$ cat config.mk
export PLATFORM = sky130hd
export DESIGN_NAME = rss_reset_sequencer
export DESIGN_NICKNAME = d
export VERILOG_FILES = /design/src/shared/rss_pkg.sv /design/src/hw/rss_source_sync.sv /design/src/hw/rss_reset_sequencer.sv
export VERILOG_INCLUDE_DIRS = /design/src /design/src/shared
export SDC_FILE = /design/constraint.sdc
export NUM_CORES = 1
export LEC_CHECK = 0
export ABC_AREA = 1
export CELL_PAD_IN_SITES_DETAIL_PLACEMENT = 0
export CELL_PAD_IN_SITES_GLOBAL_PLACEMENT = 2
export CORE_AREA = 2 2 121 111
export CTS_BUF_LIST = sky130_fd_sc_hd__clkbuf_4
export CTS_CLUSTER_DIAMETER = 120
export DETAILED_ROUTE_END_ITERATION = 16
export DIE_AREA = 0 0 123 113
export DONT_BUFFER_PORTS = 1
export GPL_TIMING_DRIVEN = 0
export PLACE_DENSITY_LB_ADDON = 0.1
export SYNTH_ARGS = -nofsm -noshare
export SYNTH_HDL_FRONTEND = slang
export SYNTH_SLANG_ARGS = --single-unit
$ cat constraint.sdc
create_clock -name mclk -period 2.03 [get_ports mclk]
set_input_delay 0.406 -clock mclk [delete_from_list [all_inputs] [get_ports mclk]]
set_output_delay 0.406 -clock mclk [all_outputs]
set_load 0.02 [all_outputs]
$ cat src/shared/rss_defs.svh
// rss_defs.svh: register offsets, field positions, reset values and timing figures
// assumes inclusion by bare name from any file of the reset source sequencer
`ifndef RSS_DEFS_SVH
`define RSS_DEFS_SVH

// register bus geometry, byte addresses of 32-bit words
`define RSS_ADDR_W 5
`define RSS_OFF_CAUSE 5'h00
`define RSS_OFF_IRQ_STATUS 5'h04
`define RSS_OFF_IRQ_MASK 5'h08
`define RSS_OFF_STATE 5'h0C

// reset cause field positions, shared by status and mask
`define RSS_BIT_POR 0
`define RSS_BIT_EXT 1
`define RSS_BIT_BOD 2
`define RSS_BIT_WDT 3
`define RSS_FLAG_W 4

// reset values
`define RSS_CAUSE_RESET 4'h0
`define RSS_IRQ_STATUS_RESET 4'h0
`define RSS_IRQ_MASK_RESET 4'h0

// bus answers
`define RSS_RESP_OKAY 2'h0
`define RSS_RESP_SLVERR 2'h2

// timing: clock period and documented or default times
`define RSS_MCLK_PERIOD_NS 100
`define RSS_EXT_MIN_NS 1500
`define RSS_TOUT0_US 4
`define RSS_TOUT1_US 64
`define RSS_TOUT2_US 4096
`define RSS_TOUT3_US 65536

`endif

$ cat src/shared/rss_pkg.sv
// rss_pkg: types of the reset source sequencer
// assumes nothing beyond a SystemVerilog compiler
`default_nettype none

package rss_pkg;

    // sequencer states
    typedef enum logic [1:0] {
        ST_HOLD,
        ST_DELAY,
        ST_RUN,
        ST_WDT
    } rss_state_t;

    // bus response code
    typedef logic [1:0] rss_resp_t;

    // start-up delay selection fuses
    typedef logic [1:0] rss_sel_t;

endpackage

`default_nettype wire

$ cat src/hw/rss_source_sync.sv
// rss_source_sync: per-source synchronisers plus a clockless reset hold
// assumes raw levels from pins or analog comparators, active high, unrelated to mclk
`timescale 1ns/100ps
`default_nettype none

module rss_source_sync #(
    parameter int WIDTH = 3
) (
    // clock and bus reset
    input wire logic mclk,
    input wire logic reset,
    // raw asynchronous source levels, active high
    input wire logic [WIDTH-1:0] raw,
    // synchronised levels and the asynchronous hold
    output logic [WIDTH-1:0] synced,
    output logic hold
);

    logic any_raw;
    logic hold_meta;

    // any active source sets the hold without a clock edge
    assign any_raw = reset | (|raw);

    // two flip-flops per source before any logic reads it
    for (genvar i = 0; i < WIDTH; i++) begin : g_sync
        logic meta;
        logic sync;
        always_ff @(posedge mclk or posedge reset) begin
            if (reset) begin
                meta <= 1'b0;
                sync <= 1'b0;
            end else begin
                meta <= raw[i];
                sync <= meta;
            end
        end
        assign synced[i] = sync;
    end

    // hold asserts asynchronously, releases through two edges to avoid a runt release
    always_ff @(posedge mclk or posedge any_raw) begin
        if (any_raw) begin
            hold_meta <= 1'b1;
            hold <= 1'b1;
        end else begin
            hold_meta <= 1'b0;
            hold <= hold_meta;
        end
    end

endmodule

`default_nettype wire

$ cat src/hw/rss_reset_sequencer.sv
// rss_reset_sequencer: combines the reset sources, stretches the internal reset
// through a start-up delay and keeps the reset cause flags for software.
// assumes an AXI4-Lite master on mclk; supply, pin and brown-out levels arrive raw,
// watchdog timeout and enable come from logic on mclk.
//
// Operation
// - Reset loads defaults; release starts vector fetch.
// - Ports reset at once by supply, pin or brown-out, clockless; not by watchdog.
// - Internal reset held through fuse-selected start-up delay.
// - Exactly four sources: supply, pin, watchdog, brown-out.
// - Long pin low resets; short pulses may not.
// - Low supply asserts reset at once, no delay.
// - Enabled brown-out resets immediately; disabled never does.
// - Watchdog gives one-cycle pulse; delay follows it.
// - Bit 3 watchdog flag; cleared by supply, zero-write.
// - Bit 2 brown-out flag; cleared by supply, zero-write.
// - Bit 1 pin flag; cleared by supply, zero-write.
// - Bit 0 supply flag; cleared by zero-write or bus reset.
`timescale 1ns/100ps
`default_nettype none
`include "rss_defs.svh"

module rss_reset_sequencer #(
    parameter int TOUT0_CYCLES = `RSS_TOUT0_US * 1000 / `RSS_MCLK_PERIOD_NS,
    parameter int TOUT1_CYCLES = `RSS_TOUT1_US * 1000 / `RSS_MCLK_PERIOD_NS,
    parameter int TOUT2_CYCLES = `RSS_TOUT2_US * 1000 / `RSS_MCLK_PERIOD_NS,
    parameter int TOUT3_CYCLES = `RSS_TOUT3_US * 1000 / `RSS_MCLK_PERIOD_NS
) (
    // clock and bus reset
    input wire logic mclk,
    input wire logic reset,
    // reset sources
    input wire logic supply_low,
    input wire logic ext_reset_n,
    input wire logic brownout_low,
    input wire logic brownout_enable_fuse,
    input wire logic watchdog_timeout,
    input wire logic watchdog_enable,
    // start-up delay selection
    input wire rss_pkg::rss_sel_t clock_select_fuses,
    // reset outputs
    output logic io_reset,
    output logic core_reset,
    output logic reset_vector_fetch,
    output logic irq,
    // axi4-lite write address
    input wire logic [`RSS_ADDR_W-1:0] s_axi_awaddr,
    input wire logic s_axi_awvalid,
    output logic s_axi_awready,
    // axi4-lite write data
    input wire logic [31:0] s_axi_wdata,
    input wire logic [3:0] s_axi_wstrb,
    input wire logic s_axi_wvalid,
    output logic s_axi_wready,
    // axi4-lite write response
    output rss_pkg::rss_resp_t s_axi_bresp,
    output logic s_axi_bvalid,
    input wire logic s_axi_bready,
    // axi4-lite read address
    input wire logic [`RSS_ADDR_W-1:0] s_axi_araddr,
    input wire logic s_axi_arvalid,
    output logic s_axi_arready,
    // axi4-lite read data
    output logic [31:0] s_axi_rdata,
    output rss_pkg::rss_resp_t s_axi_rresp,
    output logic s_axi_rvalid,
    input wire logic s_axi_rready
);

    import rss_pkg::*;

    // cycle counts derived from times; a least time rounds up
    localparam int EXT_MIN_CYC =
        (`RSS_EXT_MIN_NS + `RSS_MCLK_PERIOD_NS - 1) / `RSS_MCLK_PERIOD_NS;
    localparam int EXT_CNT_W = $clog2(EXT_MIN_CYC + 1);
    localparam int CNT_W = 20;
    localparam int FW = `RSS_FLAG_W;

    // synchronised sources
    logic [2:0] raw_src;
    logic [2:0] sync_src;
    logic por_s;
    logic ext_s;
    logic bod_s;
    logic hold;

    // pin filter
    logic [EXT_CNT_W-1:0] ext_cnt;
    logic ext_qual;

    // sequencer
    rss_state_t state;
    rss_state_t next_state;
    logic [CNT_W-1:0] delay_cnt;
    logic [CNT_W-1:0] delay_load;
    logic src_active;
    logic wdt_fire;
    logic run;

    // flags and interrupt registers
    logic [FW-1:0] cause;
    logic [FW-1:0] cause_set;
    logic [FW-1:0] cause_clr;
    logic [FW-1:0] src_now;
    logic [FW-1:0] src_prev;
    logic [FW-1:0] src_evt;
    logic [FW-1:0] irq_status;
    logic [FW-1:0] irq_mask;
    logic [FW-1:0] irq_w1c;

    // bus slave state
    logic aw_held;
    logic w_held;
    logic [`RSS_ADDR_W-1:0] aw_addr_q;
    logic [31:0] w_data_q;
    logic w_strb0_q;
    logic do_write;
    logic [`RSS_ADDR_W-1:0] wr_word;
    logic wr_cause;
    logic wr_status;
    logic wr_mask;
    logic wr_hit;
    logic [32:0] rd_word;

    // raw sources; a brown-out disabled by its fuse never reaches the logic
    assign raw_src[0] = supply_low;
    assign raw_src[1] = ~ext_reset_n;
    assign raw_src[2] = brownout_low & brownout_enable_fuse;

    // synchronisers and clockless hold of the I/O reset
    rss_source_sync #(
        .WIDTH(3)
    ) u_sync (
        .mclk(mclk),
        .reset(reset),
        .raw(raw_src),
        .synced(sync_src),
        .hold(hold)
    );

    assign por_s = sync_src[0];
    assign ext_s = sync_src[1];
    assign bod_s = sync_src[2];

    // ports go to their initial state as soon as the hold sets
    assign io_reset = hold;

    // pin low must last the minimum width; shorter glitches only blip the hold
    always_ff @(posedge mclk or posedge reset) begin
        if (reset) begin
            ext_cnt <= '0;
        end else if (!ext_s) begin
            ext_cnt <= '0;
        end else if (ext_cnt != EXT_CNT_W'(EXT_MIN_CYC)) begin
            ext_cnt <= ext_cnt + EXT_CNT_W'(1);
        end
    end

    assign ext_qual = (ext_cnt == EXT_CNT_W'(EXT_MIN_CYC));

    // the three sources that keep the sequencer in reset; the watchdog acts through its own state
    assign src_active = por_s | bod_s | ext_qual;

    // watchdog timeout acts only while enabled and while the core runs
    assign wdt_fire = watchdog_timeout & watchdog_enable & (state == ST_RUN);

    // delay length from the selection fuses, counted down to zero
    always_comb begin
        case (clock_select_fuses)
            2'h0: delay_load = CNT_W'(TOUT0_CYCLES - 1);
            2'h1: delay_load = CNT_W'(TOUT1_CYCLES - 1);
            2'h2: delay_load = CNT_W'(TOUT2_CYCLES - 1);
            default: delay_load = CNT_W'(TOUT3_CYCLES - 1);
        endcase
    end

    // next state: any active source returns to hold without waiting
    always_comb begin
        next_state = state;
        case (state)
            ST_HOLD: begin
                if (!src_active) begin
                    next_state = ST_DELAY;
                end
            end
            ST_DELAY: begin
                if (src_active) begin
                    next_state = ST_HOLD;
                end else if (delay_cnt == '0) begin
                    next_state = ST_RUN;
                end
            end
            ST_RUN: begin
                if (src_active) begin
                    next_state = ST_HOLD;
                end else if (wdt_fire) begin
                    next_state = ST_WDT;
                end
            end
            ST_WDT: begin
                // one-cycle pulse; the delay starts as it ends
                next_state = src_active ? ST_HOLD : ST_DELAY;
            end
            default: begin
                next_state = ST_HOLD;
            end
        endcase
    end

    // state register; bus reset starts from hold so the delay always runs
    always_ff @(posedge mclk or posedge reset) begin
        if (reset) begin
            state <= ST_HOLD;
        end else begin
            state <= next_state;
        end
    end

    // delay counter is loaded on every entry to the delay state
    always_ff @(posedge mclk or posedge reset) begin
        if (reset) begin
            delay_cnt <= '0;
        end else if (next_state == ST_DELAY && state != ST_DELAY) begin
            delay_cnt <= delay_load;
        end else if (state == ST_DELAY && delay_cnt != '0) begin
            delay_cnt <= delay_cnt - CNT_W'(1);
        end
    end

    // run flag and the fetch pulse at the end of the internal reset
    always_ff @(posedge mclk or posedge reset) begin
        if (reset) begin
            run <= 1'b0;
            reset_vector_fetch <= 1'b0;
        end else begin
            run <= (next_state == ST_RUN);
            reset_vector_fetch <= (next_state == ST_RUN) && (state != ST_RUN);
        end
    end

    // the hold term makes supply loss reach the core before any clock edge
    assign core_reset = hold | ~run;

    // source levels and their rising edges, in cause field order
    assign src_now[`RSS_BIT_POR] = por_s;
    assign src_now[`RSS_BIT_EXT] = ext_qual;
    assign src_now[`RSS_BIT_BOD] = bod_s;
    assign src_now[`RSS_BIT_WDT] = wdt_fire;

    always_ff @(posedge mclk or posedge reset) begin
        if (reset) begin
            src_prev <= '0;
        end else begin
            src_prev <= src_now;
        end
    end

    assign src_evt = src_now & ~src_prev;

    // write decode for the completing write
    assign do_write = aw_held & w_held & ~s_axi_bvalid;
    assign wr_word = {aw_addr_q[`RSS_ADDR_W-1:2], 2'b00};
    assign wr_cause = do_write & w_strb0_q & (wr_word == `RSS_OFF_CAUSE);
    assign wr_status = do_write & w_strb0_q & (wr_word == `RSS_OFF_IRQ_STATUS);
    assign wr_mask = do_write & w_strb0_q & (wr_word == `RSS_OFF_IRQ_MASK);
    assign wr_hit = (wr_word == `RSS_OFF_CAUSE) || (wr_word == `RSS_OFF_IRQ_STATUS) ||
                    (wr_word == `RSS_OFF_IRQ_MASK) || (wr_word == `RSS_OFF_STATE);

    // a zero written clears a flag, a one leaves it alone
    assign cause_clr = wr_cause ? ~w_data_q[FW-1:0] : '0;

    // sources set their own flag only; the supply flag is never set here
    assign cause_set[`RSS_BIT_POR] = 1'b0;
    assign cause_set[`RSS_BIT_EXT] = ext_qual;
    assign cause_set[`RSS_BIT_BOD] = bod_s;
    assign cause_set[`RSS_BIT_WDT] = wdt_fire;

    // cause flags: low supply sets bit 0 and wipes the others; otherwise set wins
    always_ff @(posedge mclk or posedge reset) begin
        if (reset) begin
            cause <= `RSS_CAUSE_RESET;
        end else if (por_s) begin
            cause <= FW'(1) << `RSS_BIT_POR;
        end else begin
            cause <= (cause & ~cause_clr) | cause_set;
        end
    end

    // interrupt status: sticky on source edges, write one to clear, set wins
    assign irq_w1c = wr_status ? w_data_q[FW-1:0] : '0;

    always_ff @(posedge mclk or posedge reset) begin
        if (reset) begin
            irq_status <= `RSS_IRQ_STATUS_RESET;
        end else begin
            irq_status <= (irq_status & ~irq_w1c) | src_evt;
        end
    end

    // interrupt mask, same layout as the status
    always_ff @(posedge mclk or posedge reset) begin
        if (reset) begin
            irq_mask <= `RSS_IRQ_MASK_RESET;
        end else if (wr_mask) begin
            irq_mask <= w_data_q[FW-1:0];
        end
    end

    // level interrupt while any unmasked status bit stands
    always_ff @(posedge mclk or posedge reset) begin
        if (reset) begin
            irq <= 1'b0;
        end else begin
            irq <= |(((irq_status & ~irq_w1c) | src_evt) & irq_mask);
        end
    end

    // write channels are taken independently and held until both are present
    assign s_axi_awready = ~aw_held & ~s_axi_bvalid;
    assign s_axi_wready = ~w_held & ~s_axi_bvalid;

    always_ff @(posedge mclk or posedge reset) begin
        if (reset) begin
            aw_held <= 1'b0;
            aw_addr_q <= '0;
        end else if (s_axi_awvalid && s_axi_awready) begin
            aw_held <= 1'b1;
            aw_addr_q <= s_axi_awaddr;
        end else if (do_write) begin
            aw_held <= 1'b0;
        end
    end

    always_ff @(posedge mclk or posedge reset) begin
        if (reset) begin
            w_held <= 1'b0;
            w_data_q <= '0;
            w_strb0_q <= 1'b0;
        end else if (s_axi_wvalid && s_axi_wready) begin
            w_held <= 1'b1;
            w_data_q <= s_axi_wdata;
            w_strb0_q <= s_axi_wstrb[0];
        end else if (do_write) begin
            w_held <= 1'b0;
        end
    end

    // write response one edge after both halves are held
    always_ff @(posedge mclk or posedge reset) begin
        if (reset) begin
            s_axi_bvalid <= 1'b0;
            s_axi_bresp <= `RSS_RESP_OKAY;
        end else if (do_write) begin
            s_axi_bvalid <= 1'b1;
            s_axi_bresp <= wr_hit ? `RSS_RESP_OKAY : `RSS_RESP_SLVERR;
        end else if (s_axi_bready) begin
            s_axi_bvalid <= 1'b0;
        end
    end

    // read data; bits above the flags read as zero, bit 32 marks a mapped word
    always_comb begin
        case ({s_axi_araddr[`RSS_ADDR_W-1:2], 2'b00})
            `RSS_OFF_CAUSE: rd_word = {1'b1, 28'h0000000, cause};
            `RSS_OFF_IRQ_STATUS: rd_word = {1'b1, 28'h0000000, irq_status};
            `RSS_OFF_IRQ_MASK: rd_word = {1'b1, 28'h0000000, irq_mask};
            `RSS_OFF_STATE: rd_word = {1'b1, 28'h0000000, hold, src_active,
                                       state == ST_DELAY, run};
            default: rd_word = '0;
        endcase
    end

    // one read at a time; the address is refused while the data waits
    assign s_axi_arready = ~s_axi_rvalid;

    always_ff @(posedge mclk or posedge reset) begin
        if (reset) begin
            s_axi_rvalid <= 1'b0;
            s_axi_rdata <= '0;
            s_axi_rresp <= `RSS_RESP_OKAY;
        end else if (s_axi_arvalid && s_axi_arready) begin
            s_axi_rvalid <= 1'b1;
            s_axi_rdata <= rd_word[31:0];
            s_axi_rresp <= rd_word[32] ? `RSS_RESP_OKAY : `RSS_RESP_SLVERR;
        end else if (s_axi_rready) begin
            s_axi_rvalid <= 1'b0;
        end
    end

endmodule

`default_nettype wire

==> results.yml, run 1 <==
run_status:
  outcome: "completed"
grt:
  gr-total-overflow: 0
  grtUsageMet2_pct: 21.18
  antenna_found_initial: 0
  met3_usage_pct: 4.083
  grt-busiest-layer: "met2"
  grt_max_degree: 36
  track_usage_pct: 14.50
  grt_pass1_vias: 2966
  grt_pass1_wl_mm: 15.32
  grt.met1_usage_pct: 20.48
layout:
  fin_util_pct: 34.10
  layout_commonest_cell: "nand2_1"
  final_cell_mix: "nand2_1 (121), dfrtp_1 (69), nor2_1 (47), inv_1 (46), nand3_1 (34)"
  final_area_um2: 4293
  area_delta_synth_final_pct: 15.52
  drive_gt1_share_pct: 16.35
  nets: 579
  antenna_cells: 0
setup_path:
  cp_top_family: "simple AND/OR/NAND/NOR gates"
  cp_max_fo: 10
  criticalPathCategory: "flip-flop to flip-flop"
  cpMostUsedCell: "nand2_4"
  crit_chain: "ha_1, nand2_1, inv_1, nand2_2, nand3_4, inv_2, nand2_4, nand2_4, buf_6, nor2_1, a21oi_1"
  critPathCaptureType: "flip-flop"
  slowest_delay_ps: 430
  crit_arrival_ps: 2230
  crit_slowest_cell: "dfrtp_1"
  cp.required_ps: 2400
  crit_buf_inv: 3
  cp-start-kind: "flip-flop"
clocking:
  clockRootBuffer: "clkbuf_4"
  clock_path_buffers: 2
  cts_tree: "built"
  cts.sinks: 71
  htree_levels: 3
  path_clk_slew_ps: 130
  cts_buffers: 9
  worst_skew_pair.late_latency_ps: 450
detailed_routing:
  via_count: 3003
  postRouteWirelength_mm: 9.271
  drcViolationCount: 0
  drtAntennaViolNets: 0
  routedWlPerCell_um: 13.55
  drt_pass1_iterations: 6
  drt_iter0_drc: 170
  viasPerCell: 4.390
timing:
  finalHoldViolCount: 0
  rsz0062_at_grt: "yes"
  period_needed_ps: 1861
  skew_ps: 18.23
  slew-limit-headroom_pct: 61.75
  fin_tns_setup_ps: 0
  max_freq_ghz: 0.5374
  holdWs_ps: 67.44
  drv_slew: 0
  setup_viol: 0
  finalCritPeriodShare_pct: 91.66
  tightest_slew_ps: 569.4
power:
  combinationalPowerShare_pct: 25.2
  p_switching_uw: 1559
  clockPowerShare_pct: 24.4
  ir_drop_mv: 0.5107
  internal_power_uw: 2421
  p_total_uw: 3979
  sequentialPowerShare_pct: 50.4
  switching_share_pct: 39.17
  power_leakage_uw: 0.002126
  power_density_nw_per_um2: 927.0
hold_path:
  hp-class: "input pin to flip-flop"
synthesis:
  ys_seq_elements: 71
  yosys.area.top_type: "dfrtp_1"
  synth.distinct_cells: 32
  synth_area_leaders: "dfrtp_1 (46%), nand2_1 (12%), buf_4 (6.3%)"
  synthCells: 467
  seq_area_frac_synth_pct: 47.88
  synth_area_um2: 3716
  yosys_warnings: 0
  synth.avg_cell_area_um2: 7.957
  synth_top_area_share_pct: 46.46
floorplan:
  start_util_pct: 29.52
  chipHeight_um: 113
  die_area_um2: 13900
  rows: 39
  coreArea_um2: 12590
  die_x_um: 123
  pin_count: 106
run:
  drv_cap: 0
placement:
  portBuffers: 0
  dp_hpwl_mm: 6.927
  place_congestion: 0.7505
  placed_cell_area_um2: 4078
## per-layer routing
layer,routed length (um),share of wire [%]
met5,0,0
met2,3930,42
met4,172,1.9
met1,4716,51
met3,451,4.9
## registers in the layout, summed over array words and instances (netlist names), 4 cells and up
register and flops:
delay_cnt 20, ext_cnt 4, irq_mask 4, w_data_q 4, irq_status 4, s_axi_rdata 4, cause 4, src_prev 4
## cell type report
cell class,count,area [um2]
Clock inverter,7,81.33
Multi-Input combinational cell,343,1625
Fill cell,1371,8297
Buffer,34,259.0
Tap cell,164,205.2
Clock buffer,9,67.56
Sequential cell,71,1779
Inverter,49,187.7
Timing Repair Buffer,7,87.58
## final timing paths
check,startpoint,slack (ps),endpoint,depth (start not counted)
max,ext_cnt[0]$_DFFE_PP0P_,170,delay_cnt[13]$_DFFE_PP0P_,11
min,brownout_enable_fuse,70,u_sync.g_sync[2].meta$_DFF_PP0_,2
max reg2reg,ext_cnt[0]$_DFFE_PP0P_,170,delay_cnt[13]$_DFFE_PP0P_,11
min reg2reg,u_sync.g_sync[1].meta$_DFF_PP0_,360,u_sync.g_sync[1].sync$_DFF_PP0_,0
max in group asynchronous,reset,1030,s_axi_rdata[3]$_DFFE_PP0P_,4
min in group asynchronous,reset,270,u_sync.hold_meta$_DFF_PP1_,1
## power by group through the flow
stage	sequential, uW	clock (uW)	combinational [uW]
after floorplan	1950	0	799
after global placement	2040	0	969
after detailed placement	2040	0	988
after CTS	2010	1030	1000
after global routing	2050	1090	1170
final	2010	972	1000
## worst reg2reg max path: stages, from the launching register on
cell and delay, ps:
dfrtp_1 430, ha_1 220, nand2_1 70, inv_1 60, nand2_2 140, nand3_4 150, inv_2 110, nand2_4 120
nand2_4 140, buf_6 180, nor2_1 50, a21oi_1 120
## synth_stat cells, drive strengths merged
master,n
ha,3
and2,1
buf,33
xor2,2
nand4,7
inv,49
or2,1
clkbuf,1
nand3,36
dfrtp,69
a21o,2
a21oi,24
nand2,127
nor4,2
nand3b,1
conb,1
dfstp,2
nor2,57
nor3,9
mux2,1
o21ai,38
o31ai,1
## through the flow
step / cells / setup slack [ps]
2_1_floorplan: 497 / 455.5
3_3_place_gp: 661 / -131.8
3_5_place_dp: 663 / -134.5
4_1_cts: 683 / 23.12
5_1_grt: 684 / -34.14
6_report: 684 / 169.2
## cell families after synthesis
group	Yosys count	synth area share [%]
flops	71	47.88
mux	1	0.3030
fa+ha+maj	3	1.010
simple gates	241	28.65
buf+inv	83	11.92
compound gates	65	9.663
xor+xnor	2	0.4715
other cells	1	0.1009
## repair_timing
action,in CTS,in global routing
endpoints found under the setup margin,10,22
hold endpoints to repair,42,0
setup buffers,0,1
resized for setup,1,6
hold buffers,4,0
(Power assumes the default switching activity.)
==> inputs of run 2 (changes only) <==
--- a/config.mk
+++ b/config.mk
@@ -17,6 +17,7 @@
 export DONT_BUFFER_PORTS = 1
 export GPL_TIMING_DRIVEN = 0
 export PLACE_DENSITY_LB_ADDON = 0.1
+export RECOVER_POWER = 25
 export SYNTH_ARGS = -nofsm -noshare
 export SYNTH_HDL_FRONTEND = slang
 export SYNTH_SLANG_ARGS = --single-unit
==> results.yml, run 2 (synthesized netlist as in run 1, its figures left out) <==
detailed_routing:
  postRouteWirelength_mm: 9.265
  viasPerCell: 4.370
  routedWlPerCell_um: 13.55
  drtAntennaViolNets: 0
  drt_iter0_drc: 179
  drt_pass1_iterations: 4
  via_count: 2989
  drcViolationCount: 0
clocking:
  cts_buffers: 9
  worst_skew_pair.late_latency_ps: 450
  cts.sinks: 71
  clock_path_buffers: 2
  clockRootBuffer: "clkbuf_4"
  path_clk_slew_ps: 130
  htree_levels: 3
  cts_tree: "built"
power:
  ir_drop_mv: 0.5106
  p_switching_uw: 1557
  power_leakage_uw: 0.002121
  switching_share_pct: 39.18
  clockPowerShare_pct: 24.5
  power_density_nw_per_um2: 929.6
  sequentialPowerShare_pct: 50.4
  combinationalPowerShare_pct: 25.0
  internal_power_uw: 2417
timing:
  skew_ps: 19.14
  finalCritPeriodShare_pct: 91.83
  drv_slew: 0
  max_freq_ghz: 0.5364
  tightest_slew_ps: 931.1
  holdWs_ps: 66.40
  setup_viol: 0
  finalHoldViolCount: 0
  setup_ws_ps: 165.8
  slew-limit-headroom_pct: 37.93
  period_needed_ps: 1864
  rsz0062_at_grt: "yes"
placement:
  placed_cell_area_um2: 4078
  dp_hpwl_mm: 6.927
  pre_cts_slack_ps: -134.5
  place_congestion: 0.7505
  place_inst: 663
  portBuffers: 0
setup_path:
  cp.required_ps: 2400
  critPathCapture: "delay_cnt[13]$_DFFE_PP0P_"
  r2r_slack_ps: 170
  criticalPathCategory: "flip-flop to flip-flop"
  critPathCaptureType: "flip-flop"
  cp-start-kind: "flip-flop"
  crit_arrival_ps: 2240
  regToRegEndpoint: "delay_cnt[13]$_DFFE_PP0P_"
  cp_max_fo: 10
  timing.rr.start: "ext_cnt[0]$_DFFE_PP0P_"
  crit_path_start: "ext_cnt[0]$_DFFE_PP0P_"
  reg2regPathDepth: 11
floorplan:
  start_util_pct: 29.52
  chipHeight_um: 113
  rows: 39
  coreArea_um2: 12590
  pin_count: 106
  die_x_um: 123
  die_area_um2: 13900
layout:
  layout_commonest_cell: "nand2_1"
  final_area_um2: 4275
  largest_reg_flops: 20
  final_cell_mix: "nand2_1 (121), dfrtp_1 (69), nor2_1 (47), inv_1 (46), nand3_1 (34)"
  antenna_cells: 0
  final_cells: 684
  fillerInstances: 1373
  area_delta_synth_final_pct: 15.05
  multi_input_area_um2: 1625
  nets: 579
  fin_util_pct: 33.96
  top_register: "delay_cnt"
  drive_gt1_share_pct: 16.35
  seqCellArea_um2: 1779
grt:
  grt_max_degree: 36
  grt_pass1_wl_mm: 15.32
  grt_pass1_vias: 2966
  track_usage_pct: 14.50
  gr-total-overflow: 0
  antenna_found_initial: 0
run:
  drv_cap: 0
run_status:
  outcome: "completed"
hold_path:
  hp-class: "input pin to flip-flop"
[run 2: cell types whose count changed in the layout (fill, tap and decap cells not counted), sizes merged]
cell / delta
buf: -1
clkbuf: +1
[run 2: how the worst min path moves through the flow]
stage,slack [ps],to,start,depth (start not counted)
4_1_cts,20,u_sync.g_sync[2].meta$_DFF_PP0_,brownout_enable_fuse,2
2_1_floorplan,330,u_sync.g_sync[0].sync$_DFF_PP0_,u_sync.g_sync[0].meta$_DFF_PP0_,0
3_5_place_dp,200,aw_addr_q[3]$_DFFE_PP0P_,reset,1
6_report,70,u_sync.g_sync[2].meta$_DFF_PP0_,brownout_enable_fuse,2
5_1_grt,30,s_axi_rvalid$_DFFE_PP0P_,s_axi_rready,1
3_3_place_gp,330,u_sync.g_sync[1].sync$_DFF_PP0_,u_sync.g_sync[1].meta$_DFF_PP0_,0
[run 2: worst max-delay path, cell delays in order, from the launching register on]
cell and delay (ps):
dfrtp_1 430, ha_1 220, nand2_1 70, inv_1 60, nand2_2 140, nand3_4 150, inv_2 110, nand2_4 120
nand2_4 140, buf_6 180, nor2_1 50, a21oi_1 120
[run 2: power groups by stage]
stage                     sequential [uW]  combinational [uW]  clock, uW
final                                2000                 995        974
after floorplan                      1950                 799          0
after CTS                            2010                1000       1030
after global placement               2040                 969          0
after global routing                 2050                1170       1090
after detailed placement             2040                 988          0
[run 2: area by class of cell]
cell class | count | share of cell area (%)
multi-input combinational | 343 | 38.02
timing repair buffer | 7 | 1.697
clock buffer | 9 | 1.580
inverter | 49 | 4.331
clock inverter | 7 | 1.902
buffer | 34 | 6.058
sequential | 71 | 41.62
tap | 164 | 4.800
[run 2: stage by stage]
stage	power [uW]	TNS [ps]
6_report	3974	0
5_1_grt	4307	-41.99
4_1_cts	4043	0
3_5_place_dp	3026	-1052
3_3_place_gp	3004	-978.7
2_1_floorplan	2754	0
[run 2: routing by layer]
metal  up-vias  wire [um]  GRT usage, %
met3        10        472         4.083
met1      1352       4733         20.48
met4         0        159         5.152
met2        81       3900         21.18
met5         -          0             0
li1       1546          -             -
[run 2: timing repair]
action | 4_1_cts | 5_1_grt
pin swaps | 0 | 0
buffers inserted | 0 | 1
setup endpoints to repair | 10 | 22
gates resized for setup | 1 | 6
hold buffers | 4 | 0
hold endpoints to repair | 42 | 0
